`src/fum_pkg.sv`:
```
// constants, encodings and types shared by the float move unit
package fum_pkg;

	// datapath shape
	localparam int DATA_W = 32;
	localparam int HALF_W = 16;
	localparam int NREG = 8;
	localparam int IDX_W = 3;
	localparam int LOC_W = 8;

	// opcode patterns of the lower opcode word
	localparam logic [7:0] OPC_ABS_STORE = 8'hBD;
	localparam logic [7:0] OPC_ABS_LOAD = 8'hBF;
	localparam logic [15:0] OPC_MEM_STORE = 16'hE203;
	localparam logic [15:0] OPC_STF_STORE = 16'hE200;
	// upper word bits 15:3 all ones mark the register-to-accumulator form
	localparam logic [12:0] ACCMV_TAG = 13'h1FFF;

	// float status register bit positions
	localparam int STF_LVF = 0;
	localparam int STF_LUF = 1;
	localparam int STF_NF = 2;
	localparam int STF_ZF = 3;
	localparam int STF_NI = 4;
	localparam int STF_ZI = 5;
	localparam int STF_TF = 6;
	localparam logic [31:0] STF_MASK = 32'h0000_007F;
	localparam logic [31:0] STF_RESET = 32'h0000_0000;

	// register map, byte addresses on the slave port
	localparam int AV_ADDR_W = 6;
	localparam logic [5:0] REG_FR0 = 6'h00;
	localparam logic [5:0] REG_STF = 6'h20;
	localparam logic [5:0] REG_CTRL = 6'h24;
	localparam logic [5:0] REG_STAT = 6'h28;
	localparam logic [5:0] REG_ACC = 6'h2C;

	// control and status fields
	localparam int CTRL_EN = 0;
	localparam logic CTRL_EN_RESET = 1'b1;
	localparam int STAT_BUSY = 0;
	localparam int STAT_ILLEGAL = 1;
	localparam int STAT_PROT = 2;

	// pipeline timing in clock cycles
	localparam int ABS_CYCLES = 2;
	localparam int SINGLE_CYCLES = 1;

	typedef enum logic [1:0] {
		FUM_IDLE = 2'b00,
		FUM_BUSY = 2'b01
	} fum_state_t;

	typedef enum logic [2:0] {
		OP_NONE = 3'b000,
		OP_ABS_ST = 3'b001,
		OP_ABS_LD = 3'b010,
		OP_ACC_MV = 3'b011,
		OP_MEM_ST = 3'b100,
		OP_STF_ST = 3'b101
	} fum_op_t;

endpackage : fum_pkg

```
`src/fum_decode.sv`:
```
// instruction word decoder of the float move unit
`timescale 1ns/10ps
module fum_decode (
	input wire logic [15:0] lsw,
	input wire logic [15:0] msw,
	output fum_pkg::fum_op_t op,
	output logic [fum_pkg::LOC_W-1:0] loc,
	output logic [fum_pkg::IDX_W-1:0] idx
);

	// classify the opcode pair and pull out its fields
	always_comb begin
		op = fum_pkg::OP_NONE;
		loc = lsw[7:0];
		idx = msw[10:8];
		if (lsw[15:8] == fum_pkg::OPC_ABS_STORE) begin
			op = fum_pkg::OP_ABS_ST;
		end else if (lsw[15:8] == fum_pkg::OPC_ABS_LOAD) begin
			if (msw[15:3] == fum_pkg::ACCMV_TAG) begin
				op = fum_pkg::OP_ACC_MV;
				idx = msw[2:0];
			end else begin
				op = fum_pkg::OP_ABS_LD;
			end
		end else if (lsw == fum_pkg::OPC_MEM_STORE && msw[15:11] == 5'h00) begin
			op = fum_pkg::OP_MEM_ST;
		end else if (lsw == fum_pkg::OPC_STF_STORE && msw[15:8] == 8'h00) begin
			op = fum_pkg::OP_STF_ST;
		end
	end

endmodule : fum_decode

```
`src/fum_core.sv`:
```
// float move unit: 32-bit moves between float registers, cpu locations and memory
//
// Contract
// - absolute store writes operand location word
// - protect bit never blocks absolute store
// - absolute store commits after two cycles
// - absolute store keeps float status flags
// - low half at address, high next
// - accumulator move copies whole float register
// - accumulator move sets cpu zero, negative
// - absolute load fills operand location word
// - absolute load to accumulator sets flags
// - absolute load result after two cycles
// - register store opcode decoded
// - register store one cycle, flags kept
// - status store opcode decoded
// - status store one cycle, flags kept
// - negative flag alone reads as four
// - three-bit index picks one of eight
// - absolute store opcode with address word
// - short address zero extended
//
// The Avalon-MM interface to the registers and the register addresses were left to the implementer.
`timescale 1ns/10ps
module fum_core #(
	parameter int ADDR_W = 24,
	parameter logic [7:0] LOC_ACC_CODE = 8'h00
) (
	input wire logic CORE_CLK,
	input wire logic RST_N,
	input wire logic INSN_VALID,
	input wire logic [15:0] INSN_LSW,
	input wire logic [15:0] INSN_MSW,
	output logic INSN_READY,
	input wire logic [31:0] LOC_RDATA,
	input wire logic [ADDR_W-1:0] MEMOP_ADDR,
	input wire logic PROT_WRITE_EN,
	output logic LOC_WR,
	output logic [7:0] LOC_SEL,
	output logic [31:0] LOC_WDATA,
	output logic ACC_WR,
	output logic [31:0] ACC_WDATA,
	output logic ST0_WR,
	output logic ST0_Z,
	output logic ST0_N,
	output logic MEM_WE,
	output logic MEM_RE,
	output logic [ADDR_W-1:0] MEM_ADDR_LO,
	output logic [ADDR_W-1:0] MEM_ADDR_HI,
	output logic [15:0] MEM_WDATA_LO,
	output logic [15:0] MEM_WDATA_HI,
	input wire logic [15:0] MEM_RDATA_LO,
	input wire logic [15:0] MEM_RDATA_HI,
	input wire logic [5:0] AVS_ADDRESS,
	input wire logic AVS_READ,
	input wire logic AVS_WRITE,
	input wire logic [31:0] AVS_WRITEDATA,
	input wire logic [3:0] AVS_BYTEENABLE,
	output logic [31:0] AVS_READDATA,
	output logic AVS_WAITREQUEST
);

	localparam int ABS_LAT = fum_pkg::ABS_CYCLES;
	localparam int ONE_LAT = fum_pkg::SINGLE_CYCLES;

	// whole state of the unit
	typedef struct packed {
		fum_pkg::fum_state_t state;
		fum_pkg::fum_op_t op;
		logic [7:0] loc;
		logic [31:0] hold;
		logic [fum_pkg::NREG-1:0][31:0] fr;
		logic [31:0] float_status_register;
		logic en;
		logic illegal;
		logic prot_seen;
		logic [31:0] acc_last;
		logic mem_we;
		logic mem_re;
		logic [ADDR_W-1:0] mem_addr;
		logic [31:0] mem_wdata;
		logic loc_wr;
		logic [7:0] loc_sel;
		logic [31:0] loc_wdata;
		logic acc_wr;
		logic [31:0] acc_wdata;
		logic st0_wr;
		logic st0_z;
		logic st0_n;
		logic av_ack;
		logic [31:0] av_rdata;
	} fum_core_t;

	fum_core_t core_r;
	fum_core_t core_nxt;

	fum_pkg::fum_op_t dec_op;
	logic [7:0] dec_loc;
	logic [2:0] dec_idx;
	logic take;
	logic av_req;
	logic av_wr;
	logic [ADDR_W-1:0] short_absolute_address;
	logic [31:0] mem_rword;

	// byte-lane merge of a slave write
	function automatic logic [31:0] fum_merge(input logic [31:0] old, input logic [31:0] wd, input logic [3:0] be);
		logic [31:0] res;
		res = old;
		for (int b = 0; b < 4; b++) begin
			if (be[b]) begin
				res[8*b +: 8] = wd[8*b +: 8];
			end
		end
		return res;
	endfunction : fum_merge

	fum_decode u_decode (
		.lsw(INSN_LSW),
		.msw(INSN_MSW),
		.op(dec_op),
		.loc(dec_loc),
		.idx(dec_idx)
	);

	// issue handshake and operand shaping
	assign INSN_READY = core_r.en && core_r.state == fum_pkg::FUM_IDLE;
	assign take = INSN_VALID && INSN_READY;
	assign short_absolute_address = {{(ADDR_W-16){1'b0}}, INSN_MSW};
	assign mem_rword = {MEM_RDATA_HI, MEM_RDATA_LO};
	assign av_req = (AVS_READ || AVS_WRITE) && !core_r.av_ack;
	assign av_wr = AVS_WRITE && core_r.av_ack;

	// next state of everything
	always_comb begin
		core_nxt = core_r;
		core_nxt.mem_we = 1'b0;
		core_nxt.mem_re = 1'b0;
		core_nxt.loc_wr = 1'b0;
		core_nxt.acc_wr = 1'b0;
		core_nxt.st0_wr = 1'b0;
		core_nxt.av_ack = av_req;
		case (core_r.state)
			fum_pkg::FUM_IDLE: begin
				if (take) begin
					case (dec_op)
						fum_pkg::OP_ABS_ST: begin
							// capture location word now, write next cycle
							core_nxt.hold = LOC_RDATA;
							core_nxt.mem_addr = short_absolute_address;
							core_nxt.op = dec_op;
							core_nxt.state = fum_pkg::FUM_BUSY;
							// protect bit only noted, never gates
							core_nxt.prot_seen = core_r.prot_seen || PROT_WRITE_EN;
						end
						fum_pkg::OP_ABS_LD: begin
							// read both halves, deliver next cycle
							core_nxt.mem_re = 1'b1;
							core_nxt.mem_addr = short_absolute_address;
							core_nxt.loc = dec_loc;
							core_nxt.op = dec_op;
							core_nxt.state = fum_pkg::FUM_BUSY;
						end
						fum_pkg::OP_ACC_MV: begin
							// full word to accumulator in one cycle
							core_nxt.acc_wr = 1'b1;
							core_nxt.acc_wdata = core_r.fr[dec_idx];
							core_nxt.acc_last = core_r.fr[dec_idx];
							core_nxt.st0_wr = 1'b1;
							core_nxt.st0_z = core_r.fr[dec_idx] == 32'h0000_0000;
							core_nxt.st0_n = core_r.fr[dec_idx][31];
						end
						fum_pkg::OP_MEM_ST: begin
							// one of eight registers, single cycle
							core_nxt.mem_we = 1'b1;
							core_nxt.mem_addr = MEMOP_ADDR;
							core_nxt.mem_wdata = core_r.fr[dec_idx];
						end
						fum_pkg::OP_STF_ST: begin
							// status word as held, single cycle
							core_nxt.mem_we = 1'b1;
							core_nxt.mem_addr = MEMOP_ADDR;
							core_nxt.mem_wdata = core_r.float_status_register & fum_pkg::STF_MASK;
						end
						default: begin
							core_nxt.illegal = 1'b1;
						end
					endcase
				end
			end
			fum_pkg::FUM_BUSY: begin
				// second cycle of the absolute moves
				core_nxt.state = fum_pkg::FUM_IDLE;
				if (core_r.op == fum_pkg::OP_ABS_ST) begin
					core_nxt.mem_we = 1'b1;
					core_nxt.mem_wdata = core_r.hold;
				end else begin
					core_nxt.loc_wr = 1'b1;
					core_nxt.loc_sel = core_r.loc;
					core_nxt.loc_wdata = mem_rword;
					if (core_r.loc == LOC_ACC_CODE) begin
						core_nxt.st0_wr = 1'b1;
						core_nxt.st0_z = mem_rword == 32'h0000_0000;
						core_nxt.st0_n = mem_rword[31];
						core_nxt.acc_last = mem_rword;
					end
				end
			end
			default: begin
				core_nxt.state = fum_pkg::FUM_IDLE;
			end
		endcase
		// register reads, latched on the wait cycle
		if (av_req) begin
			core_nxt.av_rdata = 32'h0000_0000;
			if (!AVS_ADDRESS[5]) begin
				core_nxt.av_rdata = core_r.fr[AVS_ADDRESS[4:2]];
			end else begin
				case (AVS_ADDRESS)
					fum_pkg::REG_STF: core_nxt.av_rdata = core_r.float_status_register & fum_pkg::STF_MASK;
					fum_pkg::REG_CTRL: core_nxt.av_rdata = {31'h0000_0000, core_r.en};
					fum_pkg::REG_STAT: core_nxt.av_rdata = {29'h0000_0000, core_r.prot_seen, core_r.illegal,
						core_r.state == fum_pkg::FUM_BUSY};
					fum_pkg::REG_ACC: core_nxt.av_rdata = core_r.acc_last;
					default: core_nxt.av_rdata = 32'h0000_0000;
				endcase
			end
		end
		// status flags change only by software writes
		if (av_wr) begin
			if (!AVS_ADDRESS[5]) begin
				core_nxt.fr[AVS_ADDRESS[4:2]] = fum_merge(core_r.fr[AVS_ADDRESS[4:2]], AVS_WRITEDATA, AVS_BYTEENABLE);
			end else begin
				case (AVS_ADDRESS)
					fum_pkg::REG_STF: begin
						core_nxt.float_status_register = fum_merge(core_r.float_status_register, AVS_WRITEDATA, AVS_BYTEENABLE) & fum_pkg::STF_MASK;
					end
					fum_pkg::REG_CTRL: begin
						if (AVS_BYTEENABLE[0]) begin
							core_nxt.en = AVS_WRITEDATA[fum_pkg::CTRL_EN];
						end
					end
					fum_pkg::REG_STAT: begin
						// write one clears, a new event in the same cycle wins
						if (AVS_BYTEENABLE[0] && AVS_WRITEDATA[fum_pkg::STAT_ILLEGAL] && !core_nxt.illegal) begin
							core_nxt.illegal = 1'b0;
						end
						if (AVS_BYTEENABLE[0] && AVS_WRITEDATA[fum_pkg::STAT_ILLEGAL] && core_r.illegal
							&& !(take && dec_op == fum_pkg::OP_NONE)) begin
							core_nxt.illegal = 1'b0;
						end
						if (AVS_BYTEENABLE[0] && AVS_WRITEDATA[fum_pkg::STAT_PROT]
							&& !(take && dec_op == fum_pkg::OP_ABS_ST && PROT_WRITE_EN)) begin
							core_nxt.prot_seen = 1'b0;
						end
					end
					default: begin
						core_nxt.en = core_nxt.en;
					end
				endcase
			end
		end
	end

	// state register, synchronous reset
	always_ff @(posedge CORE_CLK) begin
		if (!RST_N) begin
			core_r <= '0;
			core_r.state <= fum_pkg::FUM_IDLE;
			core_r.op <= fum_pkg::OP_NONE;
			core_r.float_status_register <= fum_pkg::STF_RESET;
			core_r.en <= fum_pkg::CTRL_EN_RESET;
		end else begin
			core_r <= core_nxt;
		end
	end

	// outputs straight from the state register, except MEM_ADDR_HI, which is mem_addr plus one, and AVS_WAITREQUEST, which is av_req
	assign LOC_WR = core_r.loc_wr;
	assign LOC_SEL = core_r.loc_sel;
	assign LOC_WDATA = core_r.loc_wdata;
	assign ACC_WR = core_r.acc_wr;
	assign ACC_WDATA = core_r.acc_wdata;
	assign ST0_WR = core_r.st0_wr;
	assign ST0_Z = core_r.st0_z;
	assign ST0_N = core_r.st0_n;
	assign MEM_WE = core_r.mem_we;
	assign MEM_RE = core_r.mem_re;
	// low half at address, high half one above
	assign MEM_ADDR_LO = core_r.mem_addr;
	assign MEM_ADDR_HI = core_r.mem_addr + {{(ADDR_W-1){1'b0}}, 1'b1};
	assign MEM_WDATA_LO = core_r.mem_wdata[15:0];
	assign MEM_WDATA_HI = core_r.mem_wdata[31:16];
	assign AVS_READDATA = core_r.av_rdata;
	assign AVS_WAITREQUEST = av_req;
endmodule : fum_core

```
`config.mk`:
```
export PLATFORM = sky130hd
export DESIGN_NAME = fum_core
export DESIGN_NICKNAME = d
export VERILOG_FILES = /design/src/fum_pkg.sv /design/src/fum_decode.sv /design/src/fum_core.sv
export SDC_FILE = /design/constraint.sdc
export NUM_CORES = 1
export LEC_CHECK = 0
export BUFFER_PORTS_ARGS = -buffer_cell sky130_fd_sc_hd__buf_2
export CAP_MARGIN = 0
export CORE_ASPECT_RATIO = 1.1
export CORE_UTILIZATION = 45
export DETAILED_ROUTE_END_ITERATION = 16
export GPL_TIMING_DRIVEN = 0
export PLACE_DENSITY = 0.77
export SLEW_MARGIN = 20
export SYNTH_ARGS = -nofsm -noshare
export SYNTH_HDL_FRONTEND = slang
export SYNTH_HIERARCHICAL = 1
export SYNTH_SLANG_ARGS = --single-unit
```
`constraint.sdc`:
```
create_clock -name CORE_CLK -period 5.5 [get_ports CORE_CLK]
set_input_delay 0.275 -clock CORE_CLK [delete_from_list [all_inputs] [get_ports CORE_CLK]]
set_output_delay 0.275 -clock CORE_CLK [all_outputs]
set_load 0.01 [all_outputs]
```
==> metrics.yaml, run 1 <==
placed_design:
  io_buffers: 353
  gp_congestion: 1.017
  hpwl_um: 71830
  dpl_cell_area_mm2: 0.02765
  dp_slack_ns: 0.6834
  dp_cells: 3950
power_and_ir_drop:
  powerDensity_mw_per_mm2: 263.7
  vdd_drop_max_v: 0.0002027
  p_leak_nw: 11.81
yosys:
  synth_common_cells: "nand2_1 (736), dfxtp_1 (510), a21oi_1 (390)"
  yosysMostFrequentCell: "nand2_1"
  syn-num-nets: 3029
  synthDominantCellAreaShare_pct: 40.92
  ys_seq_area_share_pct: 40.92
  synth_edf_count: 0
  yosysTopAreaCell: "dfxtp_1"
  syn-instance-count: 2860
  synth_seq_cells: 510
  synthTopCellsByArea: "dfxtp_1 (41%), nand2_1 (11%), mux4_2 (11%)"
  async_flop_share_pct: 0
  syn_avg_cell_area_um2: 8.725
  ys.warnings.count: 6
  ys.flop_type: "dfxtp_1"
  ys_types: 58
  synth_area_mm2: 0.02495
die:
  die_w_um: 226.5
  coreArea_mm2: 0.05484
  io_pins: 361
  fp.dieArea_mm2: 0.05640
  die_y_um: 249.0
  initial_utilization_pct: 45.50
  num_rows: 90
routing:
  avgViaCountPerCell: 5.933
  vias: 24570
  drt_pre_antenna_iters: 6
  detail_route.wl_per_cell_um: 23.49
  drt_iter0_drc: 2657
  drc_errors: 0
  final_antenna_net_count: 0
  routed_wl_um: 97270
clock_network:
  cts_buffers: 49
  clkSinkCount: 510
  ctsRootBufferMaster: "clkbuf_16"
  ctsResizeCount: 0
  clk_latency_ns: 0.59
  cts.clk_slew.worst_paths_ns: 0.07
  cts.htree.levels: 2
  clock_path_buffers: 3
  cts_tree: "built"
critical_path:
  reg2reg_to: "ST0_Z"
  critPathLaunch: "INSN_LSW[14]"
  r2r_cells: 5
  r2r_slack_ns: 2.69
  critPathRequiredTime_ns: 6.00
  setup.worst_path.start_class: "input pin"
  crit_type: "input pin to flip-flop"
  worstSetupEndpointType: "flip-flop"
  path_max_fanout: 10
  arrival_ns: 4.97
  reg2reg_from: "core_r[325]"
sta:
  rsz0062_at_grt: "no"
  setup_viol: 0
  maxSlewViolCount: 0
  finalClockSkew_ns: 0.01645
  fin_ws_ns: 1.031
  finalHoldViolCount: 0
  fmax_mhz: 223.8
  relSlewSlack_pct: 20.10
  final.period_utilization_pct: 81.25
  tns_ns: 0
  worst_slew_pin_slew_ns: 1.198
  min_period_ns: 4.469
layout:
  finalNetCount: 3531
  area_growth_pct: 21.71
  finalInstanceArea_mm2: 0.03037
  final_cell_count_no_fill: 4141
  fillerInstances: 4807
  fin_util_pct: 55.38
  drive_gt1_share_pct: 24.42
job:
  cap_violations: 0
hold_path:
  whs_endpoint: "core_r[208]"
  min_from: "AVS_WRITEDATA[5]"
  hold_path_class: "input pin to flip-flop"
  whs_path_depth: 3
grt:
  grt_pass1_wl_um: 143100
  grt_pass1_vias: 23430
  grt_max_degree: 15
  grt_overflow: 0
  antenna_found_initial: 6
  grt_usage_pct: 33.64
status:
  status: "completed"
## cells in the final DEF (no fill, tap or decap), drive strengths merged, types with 3 or more instances in the layout
cell type    netlist  layout
a311oi            17      17
and3               5       5
nand3             20      20
and2               8       8
nor3b              5       5
or3                3       3
o211a             14      14
o21ai             14      14
dlygate4sd3        0      97
a22o              24      24
clkinv             0       9
a22oi              4       4
xnor2             17      17
clkbuf           185     256
mux4             126     126
nand3b            10      10
nor2             194     194
mux2              67      67
nor2b              5       5
buf              215     568
inv               10      10
nand2            736     736
nor3               9       9
o211ai            14      14
a21oi            390     390
nor4              17      17
dfxtp            510     510
or2                3       3
diode              0       6
xor2               6       6
nand4             23      23
mux2i             81      81
a2bb2oi           21      21
a211oi            87      87
bufinv             0       7
## metrics by stage
step	hold WS (ns)	power (mW)
after floorplan	0.4035	4.077
after global placement	0.4357	4.324
after detailed placement	0.4446	4.325
final	0.004135	8.009
after CTS	0.0004401	7.969
after global routing	0.01563	8.142
## kinds of logic (layout without fill, tap and decap cells)
group	Yosys count	count (layout)	share of synthesized area, %
simple gates	1052	1052	17.20
compound gates	590	590	14.21
flops	510	510	40.92
buf+inv	410	949	9.011
mux	274	274	17.81
xor+xnor	23	23	0.8073
fa+ha+maj	1	1	0.05013
other cells	0	6	0
## report_power, final
| part | leakage, nW | internal, mW | switching, mW |
|---|---|---|---|
| Sequential | 4.11 | 3.70 | 0.00968 |
| Clock | 0.849 | 2.16 | 1.54 |
| Combinational | 6.85 | 0.216 | 0.382 |
## final cells by class
| class | count | area, um^2 | area share, % |
|---|---|---|---|
| Multi-Input combinational cell | 1940 | 12500 | 41.16 |
| Sequential cell | 510 | 10210 | 33.62 |
| Timing Repair Buffer | 451 | 2745 | 9.039 |
| Buffer | 400 | 2212 | 7.284 |
| Clock buffer | 70 | 1446 | 4.763 |
| Tap cell | 736 | 920.9 | 3.032 |
| Clock inverter | 18 | 281.5 | 0.9270 |
| Inverter | 10 | 37.54 | 0.1236 |
| Antenna cell | 6 | 15.01 | 0.04944 |
## critical path: stages
cell	delay [ns]
buf_2	0.12
nand3b_1	0.19
nor3_2	0.26
and2_2	0.26
mux2_2	0.31
buf_2	0.36
buf_2	0.45
buf_2	0.47
buf_4	0.33
mux4_2	0.33
mux2i_1	0.82
o211ai_1	0.41
o41ai_2	0.36
## what timing repair did
action | 4_1_cts | 5_1_grt
hold buffers | 97 | 0
endpoints found under the setup margin | 0 | 0
hold endpoints to repair | 86 | 0
setup buffers | 0 | 0
## flip-flops by register name, indices dropped and copies added, names as in the netlist, 8 cells and up
register and cells:
core_r 343, ACC_WDATA 32, AVS_READDATA 32, LOC_WDATA 32
MEM_ADDR_LO 24, MEM_WDATA_HI 16, MEM_WDATA_LO 16, LOC_SEL 8
## how the worst max path moves through the flow
stage / to / slack [ns] / depth (start not counted)
after floorplan: ST0_Z / 2.37 / 12
after global placement: ST0_Z / 0.68 / 13
after detailed placement: ST0_Z / 0.68 / 13
after CTS: ST0_Z / 1.27 / 13
after global routing: ST0_Z / 1.07 / 13
final: ST0_Z / 1.03 / 13
## metal layers
| layer | vias up | global-route usage (%) | routed length [um] |
|---|---|---|---|
| met5 | - | 0 | 20 |
| met4 | 4 | 24.44 | 7961 |
| met3 | 489 | 8.646 | 10630 |
| met2 | 1664 | 53.66 | 44340 |
| met1 | 11610 | 38.93 | 34320 |
| li1 | 10800 | - | - |
No activity file was read; power rests on OpenSTA's default activity.
==> inputs of run 2 (changes only) <==
- clock period: 5.5 -> 4.7 ns (I/O delays scaled with it)
==> run 2 against run 1 <==
  * Global-route usage increased by 0.14 points
  * Critical path depth is the same
  * Clock skew up 0.0017 ns
  * Largest cell class unchanged
  * Critical path type unchanged
  * Combinational power is 19% higher
  * Count of clock-buffer cells in the layout did not move
  * First-iteration DRC count up 4.5%
==> metrics.yaml, run 2 (synthesis results as in run 1) <==
status:
  status: "completed"
grt:
  grt_pass1_wl_um: 143600
  grt_overflow: 0
  grt_max_degree: 15
  grt_pass1_vias: 23540
  grt_usage_pct: 33.78
  antenna_found_initial: 7
routing:
  routed_wl_um: 97960
  drt_iter0_drc: 2776
  drc_errors: 0
  detail_route.wl_per_cell_um: 23.59
  drt_pre_antenna_iters: 6
  avgViaCountPerCell: 5.937
  vias: 24660
  final_antenna_net_count: 0
critical_path:
  r2r_slack_ns: 1.91
  path_common_cell: "buf_2"
  arrival_ns: 5.01
  setup.worst_path.start_class: "input pin"
  crit_path_cell_trace: "buf_2 -> nand3b_1 -> nor3_2 -> and2_2 -> mux2_2 -> buf_2 -> buf_2 -> buf_2 -> buf_4 -> mux4_2 -> mux2i_1 -> o211ai_1 -> o41ai_2"
  r2r_cells: 5
  slowest_delay_ns: 0.85
  worstPathBufferInverterCount: 5
  reg2reg_from: "core_r[325]"
  endpoint: "ST0_Z"
  worstSetupEndpointType: "flip-flop"
  critPathLaunch: "INSN_LSW[14]"
  cpMaxStageDelayCell: "mux2i_1"
  path_max_fanout: 10
  reg2reg_to: "ST0_Z"
  cp_top_family: "buffers and inverters"
  path_depth: 13
  critPathRequiredTime_ns: 5.20
  crit_type: "input pin to flip-flop"
layout:
  area_growth_pct: 22.28
  fin_util_pct: 55.64
  finalNetCount: 3546
  layout_commonest_cell: "nand2_1"
  final_cell_mix: "nand2_1 (736), dfxtp_1 (510), a21oi_1 (390)"
  largest-register: "core_r"
  largest_reg_flops: 343
  drive_gt1_share_pct: 24.31
sta:
  relSlewSlack_pct: 20.11
  finalHoldViolCount: 0
  final.period_utilization_pct: 95.83
  min_period_ns: 4.504
  fmax_mhz: 222.0
  hold_ws_ns: 0.02004
  tns_ns: 0
  worst_slew_pin_slew_ns: 1.198
  setup_viol: 0
  rsz0062_at_grt: "no"
  finalClockSkew_ns: 0.01819
  fin_ws_ns: 0.1961
  maxSlewViolCount: 0
die:
  io_pins: 361
  num_rows: 90
  die_y_um: 249.0
  die_w_um: 226.5
  initial_utilization_pct: 45.50
  coreArea_mm2: 0.05484
  fp.dieArea_mm2: 0.05640
clock_network:
  clk_latency_ns: 0.59
  cts.htree.levels: 2
  cts_tree: "built"
  cts.clk_slew.worst_paths_ns: 0.07
  post-cts-setup-buffer-count: 0
  cts_buffers: 49
  ctsRootBufferMaster: "clkbuf_16"
  clock_path_buffers: 3
  clkSinkCount: 510
hold_path:
  hold_path_class: "input pin to flip-flop"
placed_design:
  hpwl_um: 71830
  dp_slack_ns: -0.07657
  io_buffers: 353
  gp_congestion: 1.017
power_and_ir_drop:
  vdd_drop_max_v: 0.0002363
  p_total_mw: 9.378
  powerDensity_mw_per_mm2: 307.3
  p_leak_nw: 11.88
job:
  cap_violations: 0
-- run 2: worst min path at each step --
stage,start,endpoint,cells after the start
2_1_floorplan,AVS_WRITEDATA[0],core_r[202],2
3_3_place_gp,core_r[533],core_r[533],1
3_5_place_dp,core_r[533],core_r[533],1
4_1_cts,MEM_RDATA_LO[11],LOC_WDATA[11],3
5_1_grt,INSN_LSW[2],core_r[525],4
6_report,INSN_LSW[3],core_r[526],4
-- run 2: what timing repair did --
action                                 in CTS  in global routing
hold buffers                              112                  0
resized for setup                           0                  0
setup endpoints to repair                   0                  0
endpoints found under the hold margin      97                  0
-- run 2: where the power goes --
part / switching (mW) / internal, mW / total [mW] / leakage (nW)
Clock: 1.80 / 2.52 / 4.32 / 0.849
Combinational: 0.450 / 0.258 / 0.709 / 6.93
Sequential: 0.0113 / 4.33 / 4.35 / 4.11
Total: 2.26 / 7.12 / 9.38 / 11.9
-- run 2: routing by layer --
metal  routed length (um)  vias up  part of all wire (%)  track usage, %
met4                 8002        8                   8.2           25.12
li1                     -    10830                     -               -
met3                11210      478                    11           8.504
met1                34070    11630                    35           38.99
met5                   49        -                 0.050               0
met2                44630     1713                    46           53.86
-- run 2: area by class of cell --
| class | instances | area [um^2] |
|---|---|---|
| Fill cell | 4796 | 24330 |
| Multi-Input combinational cell | 1940 | 12500 |
| Sequential cell | 510 | 10210 |
| Timing Repair Buffer | 466 | 2895 |
| Buffer | 400 | 2212 |
| Clock buffer | 70 | 1446 |
| Tap cell | 736 | 920.9 |
| Clock inverter | 18 | 281.5 |
| Inverter | 10 | 37.54 |
| Antenna cell | 3 | 7.507 |
-- run 2: stage by stage --
step | instances | area (um^2)
6_report | 4153 | 30510
5_1_grt | 4153 | 30510
4_1_cts | 4150 | 30500
3_5_place_dp | 3950 | 27650
3_3_place_gp | 3949 | 27640
2_1_floorplan | 2860 | 24950
-- run 2: worst register-to-register path: cells and delay by family, from the launching register on --
kind	cells	cell delay [ns]
AOI/OAI and AO/OA	1	0.33
muxes	2	1.18
DFF	1	0.34
and+or+nand+nor	2	0.85
